### config.mk
export PLATFORM = sky130hd
export DESIGN_NAME = smr_responder
export DESIGN_NICKNAME = d
export VERILOG_FILES = /design/src/design/smr_pkg.sv /design/src/design/smr_byte_if.sv /design/src/design/smr_responder.sv /design/src/design/smr_bin2bcd.sv /design/src/design/smr_skid_buf.sv
export VERILOG_INCLUDE_DIRS = /design/src /design/src/design
export SDC_FILE = /design/constraint.sdc
export NUM_CORES = 1
export LEC_CHECK = 0
export ABC_AREA = 1
export BUFFER_PORTS_ARGS = -buffer_cell sky130_fd_sc_hd__buf_4
export CAP_MARGIN = 40
export CELL_PAD_IN_SITES_DETAIL_PLACEMENT = 0
export CELL_PAD_IN_SITES_GLOBAL_PLACEMENT = 1
export CORE_MARGIN = 2
export CORE_UTILIZATION = 40
export DETAILED_ROUTE_END_ITERATION = 10
export PLACE_DENSITY = 0.8
export SYNTH_ARGS = -nofsm -noshare
export SYNTH_HDL_FRONTEND = slang
export SYNTH_HIERARCHICAL = 1
export SYNTH_SLANG_ARGS = --single-unit
### constraint.sdc
create_clock -name clk_sys_i -period 6.8 [get_ports clk_sys_i]
set_clock_uncertainty 0.2 [all_clocks]
set_input_delay 1.36 -clock clk_sys_i [delete_from_list [all_inputs] [get_ports clk_sys_i]]
set_output_delay 1.36 -clock clk_sys_i [all_outputs]
set_load 0.05 [all_outputs]
### src/design/smr_consts.svh
/*
  Character codes, response maps, value counts and timing figures of the
  measurement responder. Assumes 8-bit ASCII characters on the byte stream.
*/
`ifndef SMR_CONSTS_SVH
`define SMR_CONSTS_SVH
`define SMR_CH_CR 8'h0D
`define SMR_CH_LF 8'h0A
`define SMR_CH_BANG 8'h21
`define SMR_CH_M 8'h4D
`define SMR_CH_C 8'h43
`define SMR_CH_D 8'h44
`define SMR_CH_ZERO 8'h30
`define SMR_CH_NINE 8'h39
`define SMR_CH_PLUS 8'h2B
`define SMR_CH_MINUS 8'h2D
`define SMR_CRC_BASE 8'h40
`define SMR_CRC_POLY 16'hA001
`define SMR_CRC_INIT 16'h0000
`define SMR_SEC_NS 1000000000
`define SMR_CLK_NS 20
`define SMR_TTT_MAX 10'h3E7
// Response maps: count in the top nibble, value slots from the low nibble up
`define SMR_MAP_NONE 24'h000000
`define SMR_MAP_COMB_D0 24'h543210
`define SMR_MAP_COMB_M1 24'h200065
`define SMR_MAP_COMB_M2 24'h300CBA
`define SMR_MAP_COMB_C1 24'h300987
`define SMR_MAP_COMB_C2 24'h10000D
`define SMR_MAP_VEL_D0 24'h40F3E1
`define SMR_MAP_VEL_M1 24'h40DCBA
// Announced value counts
`define SMR_N_NONE 4'h0
`define SMR_N_COMB_M 4'h5
`define SMR_N_COMB_M1 4'h2
`define SMR_N_COMB_M2 4'h3
`define SMR_N_COMB_C 4'h9
`define SMR_N_VEL_M 4'h4
`define SMR_N_VEL_M1 4'h4
`define SMR_N_VEL_C 4'h8
`endif

### src/design/smr_pkg.sv
/*
  Types shared by the measurement responder modules.
  Assumes nothing beyond a SystemVerilog compiler.
*/
package smr_pkg;
  typedef enum logic [1:0] {
    P_IDLE = 2'b00, P_CMD = 2'b01, P_BODY = 2'b10
  } smr_pstate_t;
  typedef enum logic [3:0] {
    S_IDLE = 4'b0000, S_ADDR = 4'b0001, S_TTT = 4'b0010, S_CNT = 4'b0011,
    S_SIGN = 4'b0100, S_DIG = 4'b0101, S_CRC = 4'b0110, S_CR = 4'b0111,
    S_LF = 4'b1000
  } smr_tstate_t;
  typedef enum logic [2:0] {
    MK_NONE = 3'b000, MK_M0 = 3'b001, MK_M1 = 3'b010, MK_M2 = 3'b011,
    MK_MX = 3'b100, MK_C = 3'b101
  } smr_meas_t;
  typedef enum logic [1:0] {
    J_ADDR = 2'b00, J_ACK = 2'b01, J_SREQ = 2'b10, J_DATA = 2'b11
  } smr_job_t;
endpackage : smr_pkg

### src/design/smr_byte_if.sv
/*
  Byte stream with valid and ready between the responder's own modules.
  Assumes a transfer happens on each rising clock edge with valid and ready high.
*/
`timescale 1ns/1ps
interface smr_byte_if;
  logic valid;
  logic ready;
  logic [7:0] data;
  modport src (output valid, output data, input ready);
  modport snk (input valid, input data, output ready);
endinterface : smr_byte_if

### src/design/smr_responder.sv
/*
  Sensor-side responder for measurement, concurrent and send-data commands.
  Assumes received characters arrive as one-cycle strobes synchronous to
  clk_sys_i and that the line sender drains tx bytes with a ready handshake.
*/
`timescale 1ns/1ps
`include "smr_consts.svh"

// What this block does
// - Combined variant: data request 0 after a measurement gives filtered level, filtered velocity, both SNRs and discharge.
// - A three-character CRC precedes CR LF on data replies only after a CRC-requesting start.
// - Combined variant: after additional measurement 1, data request 0 gives current level and current distance.
// - Combined variant: after a concurrent start, data request 1 gives the level, velocity and discharge quality flags.
// - Combined variant: after additional measurement 2, data request 0 gives temperature, tilt x and tilt y.
// - Combined variant: after a concurrent start, data request 2 gives the sensor height above reference.
// - Data requests with nothing behind them answer with address and terminator, plus CRC if asked.
// - Velocity variant: a measurement start is acknowledged with wait time and a count of four.
// - The announced wait is the filter length, capped at 999, until a reading exists, then zero.
// - A service request is sent when data is ready or when the wait runs out, and never for a zero wait.
// - Velocity variant: additional measurement 1 announces four values, 2 and up announce zero.
// - Velocity variant: a concurrent start announces 08 values and sends no service request.
module smr_responder #(
  parameter int unsigned TICK_CYCLES = `SMR_SEC_NS / `SMR_CLK_NS
) (
  input wire logic clk_sys_i,              // System clock, 50 MHz
  input wire logic rst_n_i,                // Asynchronous reset, low active
  input wire logic rx_valid_i,             // Received character strobe
  input wire logic [7:0] rx_data_i,        // Received character
  input wire logic [7:0] addr_i,           // Own address character
  input wire logic velocity_i,             // High: velocity-only variant
  input wire logic data_valid_i,           // A filtered reading exists
  input wire logic [9:0] filter_len_s_i,   // Filter length in seconds
  input wire logic [15:0][19:0] vals_i,    // Signed values by slot
  input wire logic tx_ready_i,             // Line sender takes a byte
  output logic tx_valid_o,                 // Byte to send is present
  output logic [7:0] tx_data_o             // Byte to send
);
  logic [1:0] rst_sync_q;
  logic rst_n;
  smr_pkg::smr_pstate_t ps_q, ps_d;
  logic [7:0] cmd_q, cmd_d;
  logic gotc_q, gotc_d, hasdig_q, hasdig_d;
  logic [3:0] dig_q, dig_d;
  logic go;
  logic [7:0] cmd_now;
  smr_pkg::smr_tstate_t st_q, st_d;
  smr_pkg::smr_job_t job_q, job_d;
  smr_pkg::smr_meas_t meas_q, meas_d, mk_c;
  logic [2:0] d_q, d_d, k_q, k_d, dsel;
  logic [23:0] map_q, map_d;
  logic [15:0] crc_q, crc_d;
  logic [19:0] val_q, val_d, vsel;
  logic [9:0] ttt_q, ttt_d, sec_q, sec_d, ttt_c;
  logic [3:0] cnt_q, cnt_d, slot, dig_c;
  logic two_q, two_d, crc_en_q, crc_en_d, sr_pend_q, sr_pend_d;
  logic [25:0] tick_q, tick_d;
  logic [7:0] byte_c;
  logic push, sr_fire;
  logic [23:0] bcd;
  smr_byte_if bs ();

  function automatic logic [15:0] crc_upd(input logic [15:0] c, input logic [7:0] b);
    logic [15:0] r;
    r = c ^ {8'h00, b};
    for (int i = 0; i < 8; i++) begin
      r = r[0] ? ((r >> 1) ^ `SMR_CRC_POLY) : (r >> 1);
    end
    return r;
  endfunction : crc_upd

  // Which value slots a data request returns, by start type and index
  function automatic logic [23:0] data_map(input smr_pkg::smr_meas_t mk, input logic vel,
                                           input logic [3:0] idx);
    data_map = `SMR_MAP_NONE;
    case (mk)
      smr_pkg::MK_M0: if (idx == 4'h0) data_map = vel ? `SMR_MAP_VEL_D0 : `SMR_MAP_COMB_D0;
      smr_pkg::MK_M1: if (idx == 4'h0) data_map = vel ? `SMR_MAP_VEL_M1 : `SMR_MAP_COMB_M1;
      smr_pkg::MK_M2: if (idx == 4'h0 && !vel) data_map = `SMR_MAP_COMB_M2;
      smr_pkg::MK_C: begin
        if (idx == 4'h0) data_map = vel ? `SMR_MAP_VEL_D0 : `SMR_MAP_COMB_D0;
        else if (idx == 4'h1) data_map = vel ? `SMR_MAP_VEL_M1 : `SMR_MAP_COMB_C1;
        else if (idx == 4'h2 && !vel) data_map = `SMR_MAP_COMB_C2;
      end
      default: data_map = `SMR_MAP_NONE;
    endcase
  endfunction : data_map

  // Announced count; a standard start stays at nine or below
  function automatic logic [3:0] ack_count(input smr_pkg::smr_meas_t mk, input logic vel);
    case (mk)
      smr_pkg::MK_M0: ack_count = vel ? `SMR_N_VEL_M : `SMR_N_COMB_M;
      smr_pkg::MK_M1: ack_count = vel ? `SMR_N_VEL_M1 : `SMR_N_COMB_M1;
      smr_pkg::MK_M2: ack_count = vel ? `SMR_N_NONE : `SMR_N_COMB_M2;
      smr_pkg::MK_C: ack_count = vel ? `SMR_N_VEL_C : `SMR_N_COMB_C;
      default: ack_count = `SMR_N_NONE;
    endcase
  endfunction : ack_count

  ////////////////////////////////////////////////////////////////////////
  // Reset release through two flops
  always_ff @(posedge clk_sys_i or negedge rst_n_i) begin
    if (!rst_n_i) begin
      rst_sync_q <= 2'b00;
    end else begin
      rst_sync_q <= {rst_sync_q[0], 1'b1};
    end
  end
  assign rst_n = rst_sync_q[1];

  ////////////////////////////////////////////////////////////////////////
  // Command parser: address, then '!' alone or M/C/D; optional C on M/C, digit optional on M and required on D, then '!'
  always_comb begin
    ps_d = ps_q;
    cmd_d = cmd_q;
    gotc_d = gotc_q;
    hasdig_d = hasdig_q;
    dig_d = dig_q;
    go = 1'b0;
    cmd_now = (ps_q == smr_pkg::P_CMD) ? 8'h00 : cmd_q;
    if (rx_valid_i) begin
      case (ps_q)
        smr_pkg::P_IDLE: if (rx_data_i == addr_i) ps_d = smr_pkg::P_CMD;
        smr_pkg::P_CMD: begin
          gotc_d = 1'b0;
          hasdig_d = 1'b0;
          dig_d = 4'h0;
          cmd_d = rx_data_i;
          ps_d = smr_pkg::P_IDLE;
          if (rx_data_i == `SMR_CH_BANG) go = 1'b1;
          else if (rx_data_i == `SMR_CH_M || rx_data_i == `SMR_CH_C ||
                   rx_data_i == `SMR_CH_D) ps_d = smr_pkg::P_BODY;
        end
        smr_pkg::P_BODY: begin
          ps_d = smr_pkg::P_IDLE;
          if (rx_data_i == `SMR_CH_BANG) begin
            go = (cmd_q != `SMR_CH_D) || hasdig_q;
          end else if (rx_data_i == `SMR_CH_C && cmd_q != `SMR_CH_D && !gotc_q && !hasdig_q) begin
            gotc_d = 1'b1;
            ps_d = smr_pkg::P_BODY;
          end else if (rx_data_i >= `SMR_CH_ZERO && rx_data_i <= `SMR_CH_NINE &&
                       cmd_q != `SMR_CH_C && !hasdig_q) begin
            dig_d = rx_data_i[3:0];
            hasdig_d = 1'b1;
            ps_d = smr_pkg::P_BODY;
          end
        end
        default: ps_d = smr_pkg::P_IDLE;
      endcase
    end
  end

  always_ff @(posedge clk_sys_i or negedge rst_n) begin
    if (!rst_n) begin
      ps_q <= smr_pkg::P_IDLE;
      cmd_q <= 8'h00;
      gotc_q <= 1'b0;
      hasdig_q <= 1'b0;
      dig_q <= 4'h0;
    end else begin
      ps_q <= ps_d;
      cmd_q <= cmd_d;
      gotc_q <= gotc_d;
      hasdig_q <= hasdig_d;
      dig_q <= dig_d;
    end
  end

  ////////////////////////////////////////////////////////////////////////
  // Response sequencer and service-request timer
  assign push = (st_q != smr_pkg::S_IDLE) && bs.ready;
  assign slot = map_q[{k_q, 2'b00} +: 4];
  assign vsel = vals_i[slot];
  assign dsel = (st_q == smr_pkg::S_TTT) ? 3'h2 - d_q : 3'h5 - d_q;
  assign dig_c = bcd[{dsel, 2'b00} +: 4];
  assign ttt_c = data_valid_i ? 10'h000 :
                 (filter_len_s_i > `SMR_TTT_MAX ? `SMR_TTT_MAX : filter_len_s_i);
  assign mk_c = !hasdig_q ? smr_pkg::MK_M0 : (dig_q == 4'h1) ? smr_pkg::MK_M1 :
                (dig_q == 4'h2) ? smr_pkg::MK_M2 : (dig_q == 4'h0) ? smr_pkg::MK_M0 :
                smr_pkg::MK_MX;
  // The deadline sends the request even if no reading showed up in time
  assign sr_fire = sr_pend_q && (data_valid_i || sec_q >= ttt_q) && !go;

  always_comb begin
    st_d = st_q;
    job_d = job_q;
    d_d = d_q;
    k_d = k_q;
    map_d = map_q;
    crc_d = crc_q;
    val_d = val_q;
    ttt_d = ttt_q;
    cnt_d = cnt_q;
    two_d = two_q;
    meas_d = meas_q;
    crc_en_d = crc_en_q;
    sr_pend_d = sr_pend_q;
    sec_d = sec_q;
    tick_d = tick_q;
    byte_c = 8'h00;
    // One-second ticks while a service request is owed
    if (sr_pend_q) begin
      tick_d = (tick_q == 26'(TICK_CYCLES - 1)) ? 26'h0000000 : tick_q + 26'h0000001;
      if (tick_q == 26'(TICK_CYCLES - 1)) sec_d = sec_q + 10'h001;
    end
    case (st_q)
      smr_pkg::S_IDLE: begin
        d_d = 3'h0;
        k_d = 3'h0;
        crc_d = `SMR_CRC_INIT;
        if (go) begin
          st_d = smr_pkg::S_ADDR;
          job_d = smr_pkg::J_ADDR;
          if (cmd_now == `SMR_CH_M || cmd_now == `SMR_CH_C) begin
            job_d = smr_pkg::J_ACK;
            meas_d = (cmd_now == `SMR_CH_C) ? smr_pkg::MK_C : mk_c;
            crc_en_d = gotc_q;
            ttt_d = ttt_c;
            two_d = (cmd_now == `SMR_CH_C);
            cnt_d = ack_count(meas_d, velocity_i);
            // Concurrent starts owe no request, nor does a zero wait
            sr_pend_d = (cmd_now == `SMR_CH_M) && (ttt_c != 10'h000);
            sec_d = 10'h000;
            tick_d = 26'h0000000;
          end else if (cmd_now == `SMR_CH_D) begin
            job_d = smr_pkg::J_DATA;
            map_d = data_map(meas_q, velocity_i, dig_q);
          end
        end else if (sr_fire) begin
          st_d = smr_pkg::S_ADDR;
          job_d = smr_pkg::J_SREQ;
          sr_pend_d = 1'b0;
        end
      end
      smr_pkg::S_ADDR: begin
        byte_c = addr_i;
        if (push) begin
          crc_d = crc_upd(crc_q, byte_c);
          if (job_q == smr_pkg::J_ACK) st_d = smr_pkg::S_TTT;
          else if (job_q != smr_pkg::J_DATA) st_d = smr_pkg::S_CR;
          else if (map_q[23:20] != 4'h0) st_d = smr_pkg::S_SIGN;
          else st_d = crc_en_q ? smr_pkg::S_CRC : smr_pkg::S_CR;
        end
      end
      smr_pkg::S_TTT: begin
        byte_c = `SMR_CH_ZERO | {4'h0, dig_c};
        if (push) begin
          d_d = (d_q == 3'h2) ? 3'h0 : d_q + 3'h1;
          if (d_q == 3'h2) st_d = smr_pkg::S_CNT;
        end
      end
      smr_pkg::S_CNT: begin
        // Counts stay below ten, so a two-digit count leads with zero
        byte_c = (two_q && d_q == 3'h0) ? `SMR_CH_ZERO : (`SMR_CH_ZERO | {4'h0, cnt_q});
        if (push) begin
          d_d = 3'h1;
          if (!two_q || d_q != 3'h0) st_d = smr_pkg::S_CR;
        end
      end
      smr_pkg::S_SIGN: begin
        byte_c = vsel[19] ? `SMR_CH_MINUS : `SMR_CH_PLUS;
        if (push) begin
          crc_d = crc_upd(crc_q, byte_c);
          val_d = vsel[19] ? (~vsel + 20'h00001) : vsel;
          d_d = 3'h0;
          st_d = smr_pkg::S_DIG;
        end
      end
      smr_pkg::S_DIG: begin
        byte_c = `SMR_CH_ZERO | {4'h0, dig_c};
        if (push) begin
          crc_d = crc_upd(crc_q, byte_c);
          d_d = d_q + 3'h1;
          if (d_q == 3'h5) begin
            d_d = 3'h0;
            k_d = k_q + 3'h1;
            if ({1'b0, k_q} + 4'h1 < map_q[23:20]) st_d = smr_pkg::S_SIGN;
            else st_d = crc_en_q ? smr_pkg::S_CRC : smr_pkg::S_CR;
          end
        end
      end
      smr_pkg::S_CRC: begin
        byte_c = (d_q == 3'h0) ? (`SMR_CRC_BASE | {4'h0, crc_q[15:12]}) :
                 (d_q == 3'h1) ? (`SMR_CRC_BASE | {2'b00, crc_q[11:6]}) :
                 (`SMR_CRC_BASE | {2'b00, crc_q[5:0]});
        if (push) begin
          d_d = d_q + 3'h1;
          if (d_q == 3'h2) st_d = smr_pkg::S_CR;
        end
      end
      smr_pkg::S_CR: begin
        byte_c = `SMR_CH_CR;
        if (push) st_d = smr_pkg::S_LF;
      end
      smr_pkg::S_LF: begin
        byte_c = `SMR_CH_LF;
        if (push) st_d = smr_pkg::S_IDLE;
      end
      default: st_d = smr_pkg::S_IDLE;
    endcase
  end

  always_ff @(posedge clk_sys_i or negedge rst_n) begin
    if (!rst_n) begin
      st_q <= smr_pkg::S_IDLE;
      job_q <= smr_pkg::J_ADDR;
      meas_q <= smr_pkg::MK_NONE;
      d_q <= 3'h0;
      k_q <= 3'h0;
      map_q <= `SMR_MAP_NONE;
      crc_q <= `SMR_CRC_INIT;
      val_q <= 20'h00000;
      ttt_q <= 10'h000;
      cnt_q <= 4'h0;
      two_q <= 1'b0;
      crc_en_q <= 1'b0;
      sr_pend_q <= 1'b0;
      sec_q <= 10'h000;
      tick_q <= 26'h0000000;
    end else begin
      st_q <= st_d;
      job_q <= job_d;
      meas_q <= meas_d;
      d_q <= d_d;
      k_q <= k_d;
      map_q <= map_d;
      crc_q <= crc_d;
      val_q <= val_d;
      ttt_q <= ttt_d;
      cnt_q <= cnt_d;
      two_q <= two_d;
      crc_en_q <= crc_en_d;
      sr_pend_q <= sr_pend_d;
      sec_q <= sec_d;
      tick_q <= tick_d;
    end
  end

  assign bs.valid = (st_q != smr_pkg::S_IDLE);
  assign bs.data = byte_c;

  smr_bin2bcd #(.IN_W(20), .DIGITS(6)) u_bcd (
    .bin_i((st_q == smr_pkg::S_TTT) ? {10'h000, ttt_q} : val_q),
    .bcd_o(bcd)
  );

  smr_skid_buf #(.WIDTH(8)) u_buf (
    .clk_i(clk_sys_i),
    .rst_n_i(rst_n),
    .in_s(bs),
    .out_valid_o(tx_valid_o),
    .out_data_o(tx_data_o),
    .out_ready_i(tx_ready_i)
  );

  // Data request accepted this cycle
  logic dreq_go;
  assign dreq_go = go && st_q == smr_pkg::S_IDLE && cmd_now == `SMR_CH_D;
endmodule : smr_responder

### src/design/smr_bin2bcd.sv
/*
  Binary to packed BCD converter, purely combinational.
  Assumes the input fits the digit count; higher digits are dropped.
*/
`timescale 1ns/1ps
module smr_bin2bcd #(
  parameter int IN_W = 20,
  parameter int DIGITS = 6
) (
  input wire logic [IN_W-1:0] bin_i,       // Unsigned value
  output logic [4*DIGITS-1:0] bcd_o        // Digits, least significant low
);
  logic [4*DIGITS-1:0] acc;

  ////////////////////////////////////////////////////////////////////////
  // Shift-and-add-three, one pass per input bit
  always_comb begin
    acc = '0;
    for (int i = IN_W - 1; i >= 0; i--) begin
      for (int j = 0; j < DIGITS; j++) begin
        if (acc[4*j +: 4] > 4'h4) begin
          acc[4*j +: 4] = acc[4*j +: 4] + 4'h3;
        end
      end
      acc = {acc[4*DIGITS-2:0], bin_i[i]};
    end
    bcd_o = acc;
  end
endmodule : smr_bin2bcd

### src/design/smr_skid_buf.sv
/*
  Two-entry byte buffer between the response sequencer and the line sender.
  Assumes the sink may hold ready low for any time; outputs are flops.
*/
`timescale 1ns/1ps
module smr_skid_buf #(
  parameter int WIDTH = 8
) (
  input wire logic clk_i,                  // System clock
  input wire logic rst_n_i,                // Synchronised reset, low active
  smr_byte_if.snk in_s,                    // Filling side
  output logic out_valid_o,                // Head entry holds a word
  output logic [WIDTH-1:0] out_data_o,     // Head entry
  input wire logic out_ready_i             // Draining side takes the head
);
  logic [WIDTH-1:0] head_q, head_d, tail_q, tail_d;
  logic vld_q, vld_d, full_q, full_d;
  logic push, pop;

  ////////////////////////////////////////////////////////////////////////
  // Ready drops only when both entries hold data, so a stall loses nothing
  always_comb begin
    push = in_s.valid & ~full_q;
    pop = vld_q & out_ready_i;
    head_d = head_q;
    tail_d = tail_q;
    vld_d = vld_q;
    full_d = full_q;
    if (pop) begin
      if (full_q) begin
        head_d = tail_q;
        full_d = 1'b0;
      end else begin
        vld_d = push;
        if (push) begin
          head_d = in_s.data;
        end
      end
    end else if (push) begin
      if (vld_q) begin
        tail_d = in_s.data;
        full_d = 1'b1;
      end else begin
        head_d = in_s.data;
        vld_d = 1'b1;
      end
    end
  end

  always_ff @(posedge clk_i or negedge rst_n_i) begin
    if (!rst_n_i) begin
      head_q <= '0;
      tail_q <= '0;
      vld_q <= 1'b0;
      full_q <= 1'b0;
    end else begin
      head_q <= head_d;
      tail_q <= tail_d;
      vld_q <= vld_d;
      full_q <= full_d;
    end
  end

  assign in_s.ready = ~full_q;
  assign out_valid_o = vld_q;
  assign out_data_o = head_q;
endmodule : smr_skid_buf

==> impl_metrics.ini <==
[critical_path]
worstPathMaxFanout = 5
critPathKind = flip-flop to flip-flop
r2r_slack_ns = -3.52
cp.depth = 117
critPathArrivalTime_ns = 10.47
worstReg2RegEnd = crc_q[0]
cp.buffers_inverters = 22
slowest_delay_ns = 0.41
slowest_stage = dfrtp_1
required_ns = 6.94
critPathTopFamily = simple AND/OR/NAND/NOR gates
r2r_start = st_q[2]
worstRegToRegCells = 117
cp-start-kind = flip-flop
end_kind = flip-flop
crit_path_frequent_cell = nand2_4

[drt]
drt_iter0_markers = 1489
ant_nets = 0
wl_um = 72900
firstDrtPassIters = 7
routedWlPerCell_um = 15.5
drc = 0
viasPerCell = 5.16
num_vias = 24313

[timing]
rsz0062_at_grt = true
setup_ws_ns = -3.52
fin_crit_sh_pct = 152
whs_ns = 0.171
drv_slew = 0
max_slew.worst_pin.slew_ns = 0.926
finalCriticalPeriod_ns = 10.32
max_freq_mhz = 96.9
hold_viol_final = 0
slew_headroom_pct = 38.3
setup_viol = 16

[global_route]
grt_pass1_vias = 23739
grt_max_degree = 167
antenna_found_initial = 0
gr-total-overflow = 0
grt_use_total_pct = 27.1
grt_first_pass_wirelength_um = 117000

[placement]
gp_congestion = 0.956
dpl.hpwl_um = 57700
port_buffers = 360

[cells_and_area]
regArea_um2 = 3910
final_layout_size_suffix_gt1_share_pct = 33.0
finalNetCount = 4457
diodes = 0
fill_cells = 5044
areaGrowthSynthToFinish_pct = 39.2
final_cell_mix = nand2_1 (788), buf_4 (751), inv_1 (397)
multi_input_comb_area_um2 = 15000
final_util_pct = 56.1
final_common_cell = nand2_1

[synth]
synth_cells = 3355
synth_edf_count = 0
synth_seq_area_share_pct = 19.4
avgSynthCellArea_um2 = 6.00
synth_cell_types = 72
async_flop_share_pct = 100
synth.net_count = 3782
synth-seq-cells = 156
ys.flop_type = dfrtp_1
yosys_warnings = 6
netlist_area_um2 = 20100

[die]
core.rowCount = 82
ioPinCount = 361
die-area_um2 = 52100
initial_utilization_pct = 40.3
die_y_um = 228
dieWidth_um = 228
coreArea_um2 = 50000

[clocking]
clkTransAtPathRegs_ns = 0.07
cts_sinks = 156
root_buffer = clkbuf_16
ctsHtreeMaxLevel = 4
cts_tree = done
cts_inserted_buffers = 17
cts.path.max_buffers = 2
insertion_delay_ns = 0.45

[hold_path]
min_to = rst_sync_q[1]
whs_path_depth = 0
hold_start = rst_sync_q[0]
hp-class = flip-flop to flip-flop

[run_status]
outcome = finished with violations
violations = setup timing

[run]
cap_violations = 0
[how the worst max path moves through the flow]
stage | startpoint | endpoint
floorplan | st_q[1] | crc_q[0]
global placement | st_q[3] | crc_q[0]
detailed placement | st_q[3] | crc_q[0]
CTS | st_q[1] | crc_q[0]
global route | st_q[1] | crc_q[0]
finish | st_q[2] | crc_q[0]
[synth_stat cells (4+ instances only)]
cell       instances  share of area, %
o21ai_1           72               1.8
o22ai_1           20              0.62
inv_2             60               1.1
nand2_4           33               1.8
nor3_1            38              0.94
o21ai_0          208               5.2
o21a_1             4              0.15
a211oi_1          11              0.41
nand4_1           45               1.4
buf_4             18              0.67
nor2_4             4              0.22
xor2_1            36               1.6
nand3_4            7              0.61
nand3_2           24               1.2
a22oi_1            4              0.15
xnor2_1           25               1.1
dfrtp_1          156                19
buf_6             21               1.2
nand3b_1          14              0.52
nand3_1          437                11
a21oi_1           96               2.4
and2_1             4              0.12
o21bai_1           7              0.26
inv_1            441               8.2
o2111ai_1          5              0.22
clkinv_1           5             0.093
clkbuf_1          37              0.69
o211ai_1          77               2.9
nand2_1          886                17
buf_2             25              0.62
ha_1              75               4.7
or2_2              4              0.12
nor2_1           246               4.6
a31oi_1            5              0.16
nand2_2          117               3.6
o21ai_2           11              0.48
nor4_1            17              0.53
nor2_2            10              0.31
[timing repair]
item,in CTS,in global routing
resized for setup,133,111
pin swaps,109,86
buffers inserted,41,13
hold buffers,0,0
setup endpoints to repair,16,16
[cell type report]
cell class | count | share of cell area [%]
clock buffers | 21 | 1.64
clock inverters | 11 | 0.469
inverters | 511 | 7.01
multi-input cells | 2585 | 53.5
flip-flops and latches | 156 | 13.9
well taps | 672 | 3.00
repair buffers | 759 | 20.5
[cell families after synthesis]
| group | after synthesis | synth area share [%] |
|---|---|---|
| compound gates | 544 | 15.9 |
| buf+inv | 614 | 12.9 |
| xor+xnor | 64 | 2.95 |
| flops | 156 | 19.4 |
| fa+ha+maj | 75 | 4.66 |
| other cells | 1 | 0.0186 |
| simple gates | 1899 | 44.1 |
| mux | 2 | 0.106 |
[flip-flops by register name (all words and copies together), names as in the netlist, 3 cells and up]
register and cells:
crc_q 16, u_buf/out_data_o 8, cnt_q 4, tick_q 26
sec_q 10, u_buf/tail_q 8, val_q 20, meas_q 3
st_q 4, map_q 16, ttt_q 10, d_q 3
cmd_q 8, k_q 3, dig_q 4
[routing by layer]
layer / GRT usage [%] / part of all wire [%] / vias up
met5: 0 / 0 / -
met4: 6.21 / 2.1 / 0
met3: 4.18 / 4.8 / 89
met2: 49.4 / 50 / 610
met1: 33.4 / 43 / 11310
li1: - / - / 12304
[metrics by stage]
step | instance area [um^2] | TNS (ns) | worst slack [ns] | cells
after floorplan | 20600 | -46.79 | -3.31 | 3355
after global placement | 26100 | -47.11 | -3.18 | 4629
after detailed placement | 26100 | -54.08 | -3.68 | 4631
after CTS | 27500 | -49.21 | -3.30 | 4702
after global routing | 28000 | -63.36 | -4.22 | 4715
final | 28000 | -52.72 | -3.52 | 4715
Power is not shown: default switching activity piles up to over one toggle a cycle in this logic, so the estimate is an artifact.
